--- config.mk ---
export PLATFORM = sky130hd
export DESIGN_NAME = t1ad_alarm_detector
export DESIGN_NICKNAME = d
export VERILOG_FILES = /design/src/t1ad_pkg.sv /design/src/t1ad_alarm_detector.sv /design/src/t1ad_persist.sv
export VERILOG_INCLUDE_DIRS = /design/src
export SDC_FILE = /design/constraint.sdc
export NUM_CORES = 1
export LEC_CHECK = 0
export ABC_AREA = 0
export BUFFER_PORTS_ARGS = -buffer_cell sky130_fd_sc_hd__buf_2
export CAP_MARGIN = 15
export CORE_ASPECT_RATIO = 2
export CORE_MARGIN = 3
export CORE_UTILIZATION = 65
export DETAILED_ROUTE_END_ITERATION = 6
export PLACE_DENSITY = 0.89
export SYNTH_ARGS = -nofsm -noshare
export SYNTH_HDL_FRONTEND = slang
export SYNTH_SLANG_ARGS = --single-unit
--- constraint.sdc ---
create_clock -name clock -period 15.69 [get_ports clock]
set_input_delay 1.569 -clock clock [delete_from_list [all_inputs] [get_ports clock]]
set_output_delay 1.569 -clock clock [all_outputs]
set_load 0.03 [all_outputs]
--- src/t1ad_consts.svh ---
// Purpose: named constants of the receive alarm detector
// Assumes: included by bare name wherever a constant is needed
// Notes:   definitions only
`ifndef T1AD_CONSTS_SVH
`define T1AD_CONSTS_SVH

// register offsets
`define T1AD_ADDR_STATE      8'hB9
`define T1AD_ADDR_IRQ_EN     8'hBA
`define T1AD_ADDR_FLAGS      8'hBB
`define T1AD_ADDR_RED_DECL   8'hBC
`define T1AD_ADDR_RED_CLR    8'hBD
`define T1AD_ADDR_YEL_DECL   8'hBE
`define T1AD_ADDR_YEL_CLR    8'hBF
`define T1AD_ADDR_AIS_DECL   8'hC0
`define T1AD_ADDR_AIS_CLR    8'hC1
`define T1AD_ADDR_MODE       8'hCF

// bit positions inside state, enable and flag registers
`define T1AD_BIT_AIS         0
`define T1AD_BIT_YEL         1
`define T1AD_BIT_RED         2

// reset values
`define T1AD_LIMIT_RST       8'h01
`define T1AD_MODE_RST        3'h1

// window timing: figure in ms and clock rate in kHz
`define T1AD_WIN_MS          40
`define T1AD_CLK_KHZ         200000

// per-window thresholds
`define T1AD_SLC_ONES_MIN    16'h004D
`define T1AD_ESF_PAT_MAX     16'h0007
`define T1AD_ESF_PATTERN     16'hFF00
`define T1AD_DM_ONES_MIN     16'h0004
`define T1AD_J1SF_ZEROS_MIN  16'h0004
`define T1AD_J1ESF_ZEROS_MIN 16'h0003
`define T1AD_AIS_ZEROS_MIN   16'h003D
`define T1AD_AIS_ZEROS_CLR   16'h003C

`endif

--- src/t1ad_pkg.sv ---
// Purpose: types of the receive alarm detector
// Assumes: nothing
// Notes:   framing mode codes follow the enum order
package t1ad_pkg;

  // receive framing format
  typedef enum logic [2:0] {
    T1AD_SF,
    T1AD_ESF,
    T1AD_DM,
    T1AD_SLC96,
    T1AD_J1SF,
    T1AD_J1ESF
  } t1ad_mode_t;

  // one received bit with its position marks, from the framer
  typedef struct packed {
    logic valid;
    logic data;
    logic dl_bit;
    logic ch_bit2;
    logic y_bit;
    logic f12_bit;
  } t1ad_rx_t;

  // per-window tallies
  typedef struct packed {
    logic [15:0] slc_ones;
    logic [15:0] esf_pats;
    logic [15:0] dm_ones;
    logic [15:0] f12_zeros;
    logic [15:0] dl_zeros;
    logic [15:0] all_zeros;
    logic [15:0] dl_shift;
    logic        in_seen;
    logic        out_seen;
  } t1ad_win_t;

endpackage
--- src/t1ad_alarm_detector.sv ---
// Purpose: T1/J1 receive alarm detector for frame loss, remote and all-ones alarms
// Assumes: rx marks and in_sync come from the framer on this clock
// Notes:   tallies run over fixed windows; persistence is counted in windows
`timescale 1ns/100ps
`include "t1ad_consts.svh"

module t1ad_alarm_detector #(
  parameter int WIN_CYCLES = `T1AD_WIN_MS * `T1AD_CLK_KHZ
) (
  input  wire logic       clock,
  input  wire logic       rst,
  input  wire logic [7:0] addr,
  input  wire logic [7:0] wr_data,
  input  wire logic       wr_en,
  input  wire logic       rd_en,
  output logic      [7:0] rd_data,
  input  t1ad_pkg::t1ad_rx_t rx,
  input  wire logic       in_sync,
  output logic            irq_n
);
  import t1ad_pkg::*;

  logic [31:0] tick_cnt_reg;
  logic [31:0] tick_cnt_next;
  logic        tick;
  t1ad_win_t   win_reg;
  t1ad_win_t   win_next;
  t1ad_win_t   cur;
  logic [2:0]  irq_en_reg;
  logic [2:0]  irq_en_next;
  logic [2:0]  flags_reg;
  logic [2:0]  flags_next;
  logic [2:0]  prev_reg;
  logic [2:0]  status;
  logic [2:0]  changed;
  logic [7:0]  red_decl_reg;
  logic [7:0]  red_decl_next;
  logic [7:0]  red_clr_reg;
  logic [7:0]  red_clr_next;
  logic [7:0]  yel_decl_reg;
  logic [7:0]  yel_decl_next;
  logic [7:0]  yel_clr_reg;
  logic [7:0]  yel_clr_next;
  logic [7:0]  ais_decl_reg;
  logic [7:0]  ais_decl_next;
  logic [7:0]  ais_clr_reg;
  logic [7:0]  ais_clr_next;
  logic [2:0]  mode_reg;
  logic [2:0]  mode_next;
  logic [7:0]  rd_data_reg;
  logic [7:0]  rd_data_next;
  logic        irq_n_reg;
  logic        irq_n_next;
  logic        red_decl_ok;
  logic        red_clr_ok;
  logic        yel_decl_raw;
  logic        yel_clr_raw;
  logic        yel_decl_ok;
  logic        yel_clr_ok;
  logic        ais_decl_ok;
  logic        ais_clr_ok;
  logic        red_active;
  logic        yel_active;
  logic        ais_active;

  // saturating tally step; a window never holds 65535 events at T1 rate
  function automatic logic [15:0] sat_inc(input logic [15:0] c, input logic e);
    sat_inc = (e && (c != 16'hFFFF)) ? c + 16'h0001 : c;
  endfunction

  // window timer: tick marks the last cycle of each fixed window
  assign tick          = (tick_cnt_reg == 32'(WIN_CYCLES - 1));
  assign tick_cnt_next = tick ? 32'h0000_0000 : tick_cnt_reg + 32'h0000_0001;

  // tallies including this cycle's bit, so the bit on tick is not lost
  always_comb
  begin
    cur           = win_reg;
    cur.in_seen   = win_reg.in_seen | in_sync;
    cur.out_seen  = win_reg.out_seen | !in_sync;
    if (rx.valid)
    begin
      cur.all_zeros = sat_inc(win_reg.all_zeros, !rx.data);
      cur.slc_ones  = sat_inc(win_reg.slc_ones, rx.ch_bit2 && rx.data);
      cur.dm_ones   = sat_inc(win_reg.dm_ones, rx.y_bit && rx.data);
      cur.f12_zeros = sat_inc(win_reg.f12_zeros, rx.f12_bit && !rx.data);
      cur.dl_zeros  = sat_inc(win_reg.dl_zeros, rx.dl_bit && !rx.data);
      if (rx.dl_bit)
      begin
        cur.dl_shift = {win_reg.dl_shift[14:0], rx.data}; // msb first
        cur.esf_pats = sat_inc(win_reg.esf_pats, cur.dl_shift == `T1AD_ESF_PATTERN);
      end
    end
    win_next          = cur;
    if (tick)
    begin
      win_next          = '0;
      win_next.dl_shift = cur.dl_shift; // pattern may straddle windows
    end
  end

  // window verdicts, only meaningful while tick is high
  assign red_decl_ok = !cur.in_seen;
  assign red_clr_ok  = !cur.out_seen;
  assign ais_decl_ok = cur.all_zeros < `T1AD_AIS_ZEROS_MIN;
  assign ais_clr_ok  = cur.all_zeros > `T1AD_AIS_ZEROS_CLR;

  // yellow criteria by format; plain T1 SF has none here so yellow holds
  always_comb
  begin
    yel_decl_raw = 1'b0;
    case (t1ad_mode_t'(mode_reg))
      T1AD_ESF:   yel_decl_raw = cur.esf_pats > `T1AD_ESF_PAT_MAX;
      T1AD_DM:    yel_decl_raw = cur.dm_ones < `T1AD_DM_ONES_MIN;
      T1AD_SLC96: yel_decl_raw = cur.slc_ones < `T1AD_SLC_ONES_MIN;
      T1AD_J1SF:  yel_decl_raw = cur.f12_zeros < `T1AD_J1SF_ZEROS_MIN;
      T1AD_J1ESF: yel_decl_raw = cur.dl_zeros < `T1AD_J1ESF_ZEROS_MIN;
      default:    yel_decl_raw = 1'b0;
    endcase
    yel_clr_raw = !yel_decl_raw && (t1ad_mode_t'(mode_reg) != T1AD_SF) && (mode_reg < 3'h6);
  end

  // a window that lost sync at any point neither declares nor clears yellow
  assign yel_decl_ok = yel_decl_raw && !cur.out_seen;
  assign yel_clr_ok  = yel_clr_raw && !cur.out_seen;

  // persistence per alarm
  t1ad_persist u_red (
    .clock         (clock),
    .rst           (rst),
    .tick          (tick),
    .declare_ok    (red_decl_ok),
    .clear_ok      (red_clr_ok),
    .declare_count (red_decl_reg),
    .clear_count   (red_clr_reg),
    .active        (red_active)
  );

  t1ad_persist u_yel (
    .clock         (clock),
    .rst           (rst),
    .tick          (tick),
    .declare_ok    (yel_decl_ok),
    .clear_ok      (yel_clr_ok),
    .declare_count (yel_decl_reg),
    .clear_count   (yel_clr_reg),
    .active        (yel_active)
  );

  t1ad_persist u_ais (
    .clock         (clock),
    .rst           (rst),
    .tick          (tick),
    .declare_ok    (ais_decl_ok),
    .clear_ok      (ais_clr_ok),
    .declare_count (ais_decl_reg),
    .clear_count   (ais_clr_reg),
    .active        (ais_active)
  );

  always_comb
  begin
    status                = 3'h0;
    status[`T1AD_BIT_AIS] = ais_active;
    status[`T1AD_BIT_YEL] = yel_active;
    status[`T1AD_BIT_RED] = red_active;
  end
  assign changed = status ^ prev_reg;

  // register writes; a change in the clearing cycle keeps its flag set
  always_comb
  begin
    irq_en_next   = irq_en_reg;
    red_decl_next = red_decl_reg;
    red_clr_next  = red_clr_reg;
    yel_decl_next = yel_decl_reg;
    yel_clr_next  = yel_clr_reg;
    ais_decl_next = ais_decl_reg;
    ais_clr_next  = ais_clr_reg;
    mode_next     = mode_reg;
    flags_next    = flags_reg;
    if (wr_en)
    begin
      case (addr)
        `T1AD_ADDR_IRQ_EN:   irq_en_next   = wr_data[2:0];
        `T1AD_ADDR_FLAGS:    flags_next    = flags_reg & ~wr_data[2:0];
        `T1AD_ADDR_RED_DECL: red_decl_next = wr_data;
        `T1AD_ADDR_RED_CLR:  red_clr_next  = wr_data;
        `T1AD_ADDR_YEL_DECL: yel_decl_next = wr_data;
        `T1AD_ADDR_YEL_CLR:  yel_clr_next  = wr_data;
        `T1AD_ADDR_AIS_DECL: ais_decl_next = wr_data;
        `T1AD_ADDR_AIS_CLR:  ais_clr_next  = wr_data;
        `T1AD_ADDR_MODE:     mode_next     = wr_data[2:0];
        default:             mode_next     = mode_reg;
      endcase
    end
    flags_next = flags_next | changed;
    irq_n_next = ~|(flags_next & irq_en_next);
  end

  // read mux; unmapped addresses and reserved bits read zero
  always_comb
  begin
    rd_data_next = 8'h00;
    if (rd_en)
    begin
      case (addr)
        `T1AD_ADDR_STATE:    rd_data_next = {5'h00, status};
        `T1AD_ADDR_IRQ_EN:   rd_data_next = {5'h00, irq_en_reg};
        `T1AD_ADDR_FLAGS:    rd_data_next = {5'h00, flags_reg};
        `T1AD_ADDR_RED_DECL: rd_data_next = red_decl_reg;
        `T1AD_ADDR_RED_CLR:  rd_data_next = red_clr_reg;
        `T1AD_ADDR_YEL_DECL: rd_data_next = yel_decl_reg;
        `T1AD_ADDR_YEL_CLR:  rd_data_next = yel_clr_reg;
        `T1AD_ADDR_AIS_DECL: rd_data_next = ais_decl_reg;
        `T1AD_ADDR_AIS_CLR:  rd_data_next = ais_clr_reg;
        `T1AD_ADDR_MODE:     rd_data_next = {5'h00, mode_reg};
        default:             rd_data_next = 8'h00;
      endcase
    end
  end

  always_ff @(posedge clock or posedge rst)
  begin
    if (rst)
    begin
      tick_cnt_reg <= 32'h0000_0000;
      win_reg      <= '0;
      irq_en_reg   <= 3'h0;
      flags_reg    <= 3'h0;
      prev_reg     <= 3'h0;
      red_decl_reg <= `T1AD_LIMIT_RST;
      red_clr_reg  <= `T1AD_LIMIT_RST;
      yel_decl_reg <= `T1AD_LIMIT_RST;
      yel_clr_reg  <= `T1AD_LIMIT_RST;
      ais_decl_reg <= `T1AD_LIMIT_RST;
      ais_clr_reg  <= `T1AD_LIMIT_RST;
      mode_reg     <= `T1AD_MODE_RST;
      rd_data_reg  <= 8'h00;
      irq_n_reg    <= 1'b1;
    end
    else
    begin
      tick_cnt_reg <= tick_cnt_next;
      win_reg      <= win_next;
      irq_en_reg   <= irq_en_next;
      flags_reg    <= flags_next;
      prev_reg     <= status;
      red_decl_reg <= red_decl_next;
      red_clr_reg  <= red_clr_next;
      yel_decl_reg <= yel_decl_next;
      yel_clr_reg  <= yel_clr_next;
      ais_decl_reg <= ais_decl_next;
      ais_clr_reg  <= ais_clr_next;
      mode_reg     <= mode_next;
      rd_data_reg  <= rd_data_next;
      irq_n_reg    <= irq_n_next;
    end
  end

  assign rd_data = rd_data_reg;
  assign irq_n   = irq_n_reg;
endmodule

--- src/t1ad_persist.sv ---
// Purpose: declare/clear persistence of one alarm over whole windows
// Assumes: tick is a one-cycle pulse at each window end
// Notes:   a limit of zero acts like one
`timescale 1ns/100ps
`include "t1ad_consts.svh"

module t1ad_persist (
  input  wire logic       clock,
  input  wire logic       rst,
  input  wire logic       tick,
  input  wire logic       declare_ok,
  input  wire logic       clear_ok,
  input  wire logic [7:0] declare_count,
  input  wire logic [7:0] clear_count,
  output logic            active
);
  import t1ad_pkg::*;

  logic       state_reg;
  logic       state_next;
  logic [7:0] run_reg;
  logic [7:0] run_next;

  // true when this window completes the required run
  function automatic logic reached(input logic [7:0] run, input logic [7:0] lim);
    reached = ({1'b0, run} + 9'h001) >= {1'b0, lim};
  endfunction

  // count consecutive qualifying windows; any other window restarts the run
  always_comb
  begin
    state_next = state_reg;
    run_next   = run_reg;
    if (tick)
    begin
      if (!state_reg && declare_ok)
      begin
        if (reached(run_reg, declare_count))
        begin
          state_next = 1'b1;
          run_next   = 8'h00;
        end
        else
          run_next = run_reg + 8'h01;
      end
      else if (state_reg && clear_ok)
      begin
        if (reached(run_reg, clear_count))
        begin
          state_next = 1'b0;
          run_next   = 8'h00;
        end
        else
          run_next = run_reg + 8'h01;
      end
      else
        run_next = 8'h00;
    end
  end

  always_ff @(posedge clock or posedge rst)
  begin
    if (rst)
    begin
      state_reg <= 1'b0;
      run_reg   <= 8'h00;
    end
    else
    begin
      state_reg <= state_next;
      run_reg   <= run_next;
    end
  end

  assign active = state_reg;
endmodule

==> impl_metrics.env, run 1 <==
export IMPL_tns_ns=0
export IMPL_cp_start_kind="input pin"
export IMPL_tritoncts="yes"
export IMPL_final_cell_mix="dfrtp_1 (233), nor2_1 (179), nand2_1 (121), nand3_1 (80), xnor2_1 (76)"
export IMPL_die_area_mm2=0.0235
export IMPL_power_density_mw_per_mm2=98.0
export IMPL_crit_family="simple AND/OR/NAND/NOR gates"
export IMPL_route_detailed_drc=0
export IMPL_regArea_mm2=0.00604
export IMPL_hold_buffers=0
export IMPL_final_nets=1573
export IMPL_drt_wl_total_mm=34.8
export IMPL_slowest_stage="nor4_1"
export IMPL_fin_cells=1771
export IMPL_mostFrequentLayoutCell="dfrtp_1"
export IMPL_yosysSeqAreaShare_pct=43.0
export IMPL_status="finished clean"
export IMPL_rsz0062_at_grt="no"
export IMPL_yosys_warnings=0
export IMPL_placedCellCount=1733
export IMPL_dp_hpwl_mm=24.8
export IMPL_yosysTopAreaCell="dfrtp_1"
export IMPL_crit_chain="buf_2 -> nand3_1 -> nor4_1 -> a31oi_1 -> nor4_1 -> a311oi_2 -> nand3_2 -> mux2i_2 -> a32o_2"
export IMPL_cts_resized=0
export IMPL_cts_setup_buffers=0
export IMPL_synthTopCellsByArea="dfrtp_1 (42%), mux2_2 (5.9%), ha_1 (5.2%)"
export IMPL_route_vias_total=11441
export IMPL_io_buffers=35
export IMPL_ys_async_sr_fraction_pct=100
export IMPL_grt_usage_pct=30.6
export IMPL_core_mm2=0.0211
export IMPL_synth_top_family_by_area="simple AND/OR/NAND/NOR gates"
export IMPL_die_w_um=110
export IMPL_largest_reg_flops=113
export IMPL_hold_viol_final=0
export IMPL_synth_seq_cells=241
export IMPL_cts_buffers=22
export IMPL_worstMarginPinSlew_ns=1.20
export IMPL_crit_type="in -> reg"
export IMPL_synth_fa_ha_area_share_pct=5.17
export IMPL_synth_edf_count=0
export IMPL_grt_max_degree=128
export IMPL_std_cell_rows=75
export IMPL_critPathRequiredTime_ns=16.15
export IMPL_clock_sinks=241
export IMPL_dp_slack_ns=11.00
export IMPL_peakVddDrop_mv=0.0897
export IMPL_first_iter_violations=1052
export IMPL_holdWs_ns=0.469
export IMPL_hold_class="reg -> reg"
export IMPL_synthCells=1473
export IMPL_synthFlopType="dfrtp_1"
export IMPL_clk_latency_ns=0.54
export IMPL_crit_arrival_ns=4.71
export IMPL_slew_violations=0
export IMPL_relSlewSlack_pct=19.6
export IMPL_grt_pass1_vias=11650
export IMPL_worstPathMaxFanout=12
export IMPL_place_congestion=0.981
export IMPL_setup_slack_ns=11.43
export IMPL_skew_ns=0.0319
export IMPL_power_leakage_nw=6.57
export IMPL_end_kind="flop"
export IMPL_grt_pass1_wl_mm=56.9
export IMPL_htree_levels=1
export IMPL_antenna_cells_inserted=0
export IMPL_wl_per_cell_um=19.6
export IMPL_fin_crit_ns=4.26
export IMPL_layout_area_overhead_vs_synth_pct=7.57
export IMPL_multi_input_area_mm2=0.00754
export IMPL_overflow=0
export IMPL_setup_viol=0
export IMPL_drv_cap=0
export IMPL_initial_core_util_pct=66.5
export IMPL_cp_slowest_stage_delay_ns=0.74
export IMPL_syn_area_mm2=0.0140
export IMPL_clock_tree_buffer_depth=3
export IMPL_drt_vias_per_instance=6.46
export IMPL_fmax_mhz=235
export IMPL_syn_avg_cell_area_um2=9.53
export IMPL_fp_dieH_um=214
export IMPL_cts_clk_slew_worst_paths_ns=0.06
export IMPL_synth_top_area_share_pct=41.5
export IMPL_muxShareOfSynthArea_pct=6.38
export IMPL_drive_gt1_share_pct=12.3
export IMPL_synth_compound_area_share_pct=11.1
export IMPL_period_share_pct=27.1
export IMPL_n_fill_cell=1539
export IMPL_antenna_left=0
export IMPL_synth_cell_types=83
export IMPL_synth_xor_area_share_pct=9.05
export IMPL_crit_top_cell="nor4_1"
export IMPL_antenna_found_initial=1
export IMPL_synthSimpleGateAreaFrac_pct=22.0
export IMPL_io_pins=36
export IMPL_crit_buf_inv=1
export IMPL_dr_pass1_iters=7
export IMPL_synth_net_count=1558
export IMPL_cts_root_buffer="clkbuf_16"
layout make-up:
class,instances,share of cell area [%]
multi-input combinational,1114,50.0
sequential,241,40.0
clock buffer,32,4.09
tap,269,2.23
inverter,67,1.72
timing repair buffer,42,1.51
clock inverter,6,0.481
path summary, 6_finish.rpt:
check                                           start                            to  slack [ns]  cells after the start
max                                             rx[5]  u_yel.run_reg[7]$_DFFE_PP0P_       11.43                      9
min                        tick_cnt_reg[31]$_DFF_PP0_    tick_cnt_reg[31]$_DFF_PP0_        0.47                      1
max reg2reg                     win_reg[34]$_DFF_PP0_  u_yel.run_reg[7]$_DFFE_PP0P_       11.83                     11
min reg2reg                tick_cnt_reg[31]$_DFF_PP0_    tick_cnt_reg[31]$_DFF_PP0_        0.47                      1
max in group asynchronous                         rst         win_reg[58]$_DFF_PP0_       13.20                      3
min in group asynchronous                         rst         win_reg[27]$_DFF_PP0_        1.13                      2
worst reg2reg max path, stage by stage (launching register included):
cell and delay, ns:
dfrtp_1 0.49, ha_1 0.26, nand3_1 0.28, nor4_2 0.75
nor2_1 0.28, and4_1 0.29, xnor2_1 0.13, a21boi_0 0.14
a311oi_2 0.43, nand3_2 0.16, mux2i_2 0.36, a32o_2 0.23
metrics by stage:
stage	util, %	instance area [um2]	power (mW)
after global routing	71.5	15100	1.55
after CTS	71.5	15100	1.49
after detailed placement	68.2	14400	0.957
after floorplan	-	14000	0.898
after global placement	68.2	14400	0.944
final	71.5	15100	1.48
kinds of logic (layout without fill, tap and decap cells):
family,after synthesis,after routing
adder cells (fa/ha/maj),58,58
buffers and inverters,118,147
multiplexers,80,80
AND/OR/NAND/NOR,613,613
AO/OA/AOI/OAI,218,218
XOR/XNOR,145,145
flip-flops,241,241
where the power goes:
part	switching (mW)	internal, mW	total, mW
Sequential	0.0787	0.678	0.757
Clock	0.236	0.292	0.528
Combinational	0.102	0.0927	0.195
Total	0.417	1.06	1.48
synthesized netlist by cell type, drive strengths merged (6+ instances only):
cell type    n
nand2      121
o31ai        6
o21ai       44
and4        10
and2         9
or2          9
nand2b      18
nor2b        9
ha          58
a31oi       12
o21a        12
nand3       82
dfstp        8
a21o        22
nand4       33
nor4        25
xnor2       76
xor2        69
a22o         7
nor3        46
mux2i        7
and3        33
clkbuf      36
buf         15
a22oi       24
inv         67
mux2        73
dfrtp      233
or3         11
a21oi       25
a211oi       6
nor2       180
routing by layer:
metal | track usage (%) | part of all wire (%)
met5 | 0 | 0
met4 | 19.5 | 6.9
met3 | 4.25 | 4.8
met2 | 55.8 | 53
met1 | 32.0 | 35
Power figures use the tool's default switching activity.
==> run 2: changes to the inputs <==
Settings changed: CORE_UTILIZATION 65 to 63, PLACE_DENSITY 0.89 to 0.87.
Clock period 15.69 ns to 4.1 ns, I/O delays scaled along.
==> impl_metrics.env, run 2 (same netlist as run 1, synthesis figures left out) <==
export IMPL_hold_viol_final=0
export IMPL_dp_hpwl_mm=24.1
export IMPL_drt_wl_total_mm=34.2
export IMPL_hold_buffers=1
export IMPL_period_share_pct=88.0
export IMPL_dp_slack_ns=0.530
export IMPL_tritoncts="yes"
export IMPL_final_cell_mix="dfrtp_1 (233), nor2_1 (179), nand2_1 (121), nand3_1 (80), xnor2_1 (76)"
export IMPL_status="finished clean"
export IMPL_holdWs_ns=0.0982
export IMPL_drt_vias_per_instance=6.46
export IMPL_cts_setup_buffers=0
export IMPL_slew_violations=0
export IMPL_worstHoldEndpoint="u_red.active$_DFFE_PP0P_"
export IMPL_first_iter_violations=1168
export IMPL_grt_pass1_wl_mm=57.2
export IMPL_crit_arrival_ns=4.07
export IMPL_setup_viol=0
export IMPL_power_leakage_nw=6.64
export IMPL_worstMarginPinSlew_ns=1.27
export IMPL_grt_usage_pct=28.5
export IMPL_fin_cells=1783
export IMPL_initial_core_util_pct=64.7
export IMPL_layout_area_overhead_vs_synth_pct=8.85
export IMPL_skew_ns=0.0149
export IMPL_r2r_end="u_yel.run_reg[4]$_DFFE_PP0P_"
export IMPL_cts_resized=0
export IMPL_final_util_pct=70.5
export IMPL_cts_clk_slew_worst_paths_ns=0.07
export IMPL_drive_gt1_share_pct=12.9
export IMPL_route_detailed_drc=0
export IMPL_htree_levels=1
export IMPL_critPathRequiredTime_ns=4.57
export IMPL_fp_dieH_um=217
export IMPL_antenna_left=0
export IMPL_clock_sinks=241
export IMPL_power_density_mw_per_mm2=391
export IMPL_worstPathMaxFanout=10
export IMPL_critPathLaunch="win_reg[71]$_DFF_PP0_"
export IMPL_n_fill_cell=1549
export IMPL_core_mm2=0.0217
export IMPL_place_congestion=0.923
export IMPL_dr_pass1_iters=7
export IMPL_relSlewSlack_pct=14.6
export IMPL_io_buffers=35
export IMPL_hold_start="in_sync"
export IMPL_min_path_cells=2
export IMPL_stdcell_area_mm2=0.0153
export IMPL_io_pins=36
export IMPL_grt_pass1_vias=11732
export IMPL_std_cell_rows=76
export IMPL_reg2reg_from="win_reg[71]$_DFF_PP0_"
export IMPL_route_vias_total=11516
export IMPL_largest_reg_flops=113
export IMPL_crit_type="reg -> reg"
export IMPL_reg2reg_slack_ns=0.49
export IMPL_die_area_mm2=0.0242
export IMPL_peakVddDrop_mv=0.364
export IMPL_worst_r2r_path_depth=11
export IMPL_rsz0062_at_grt="no"
export IMPL_setup_slack_ns=0.492
export IMPL_fmax_mhz=277
export IMPL_hold_class="in -> reg"
export IMPL_regArea_mm2=0.00604
export IMPL_mostFrequentLayoutCell="dfrtp_1"
export IMPL_end_kind="flop"
export IMPL_drv_cap=0
export IMPL_cp_start_kind="flop"
export IMPL_power_mw=5.97
export IMPL_fin_crit_ns=3.61
export IMPL_cts_buffers=23
export IMPL_clk_latency_ns=0.54
export IMPL_die_w_um=112
export IMPL_dpl_cell_area_mm2=0.0145
export IMPL_antenna_found_initial=2
export IMPL_overflow=0
export IMPL_final_nets=1578
export IMPL_grt_max_degree=137
export IMPL_wl_per_cell_um=19.2
export IMPL_tns_ns=0
export IMPL_placedCellCount=1740
export IMPL_clock_tree_buffer_depth=3
export IMPL_cts_root_buffer="clkbuf_16"
export IMPL_multi_input_area_mm2=0.00754
## run 2: changes by cell type in the layout (fill, tap and decap cells not counted)
cell / before / now
bufinv_16: 1 / 5
clkbuf_1: 7 / 3
clkinvlp_4: 0 / 4
clkbuf_8: 3 / 0
inv_6: 0 / 3
buf_12: 0 / 2
inv_8: 2 / 0
buf_4: 7 / 8
clkbuf_16: 22 / 23
clkinv_4: 0 / 1
clkinv_8: 1 / 0
diode_2: 0 / 1
dlygate4sd3_1: 0 / 1
## run 2: worst max-delay path by stage
stage / end / slack, ns / depth (start not counted)
after floorplan: ais_clr_reg[1]$_DFFE_PP0P_ / 0.53 / 1
after global placement: u_yel.run_reg[2]$_DFFE_PP0P_ / 0.62 / 11
after detailed placement: u_yel.run_reg[4]$_DFFE_PP0P_ / 0.53 / 10
after CTS: u_yel.run_reg[4]$_DFFE_PP0P_ / 0.52 / 11
after global routing: u_yel.run_reg[4]$_DFFE_PP0P_ / 0.28 / 11
final: u_yel.run_reg[4]$_DFFE_PP0P_ / 0.49 / 11
## run 2: critical path, cell delays in order (launching register included)
cell and delay, ns:
dfrtp_1 0.47, nand4_1 0.32, nor4_4 0.70, nor2_1 0.28
a41o_1 0.30, o2111ai_1 0.09, nor4_1 0.11, buf_4 0.15
a311oi_2 0.33, nand3_2 0.15, mux2i_2 0.40, a32o_2 0.24
## run 2: power by group
group          internal (mW)  switching (mW)  leakage, nW
clock                   1.36           0.964        0.388
combinational          0.360           0.408         3.11
sequential              2.60           0.285         3.14
total                   4.31            1.66         6.64
## run 2: area by class of cell
cell class | count | area share (%)
tap | 273 | 2.24
antenna | 1 | 0.0164
inverter | 67 | 1.67
clock buffer | 26 | 3.84
multi-input combinational | 1114 | 49.4
sequential | 241 | 39.5
clock inverter | 15 | 1.46
timing repair buffer | 46 | 1.87
## run 2: metal layers
layer  vias up  wire length, um  track usage (%)
met2       410            18100             51.6
li1       5276                -                -
met5         -                7                0
met1      5669            12200             31.1
met4         2             2360             18.6
met3       159             1590             3.45
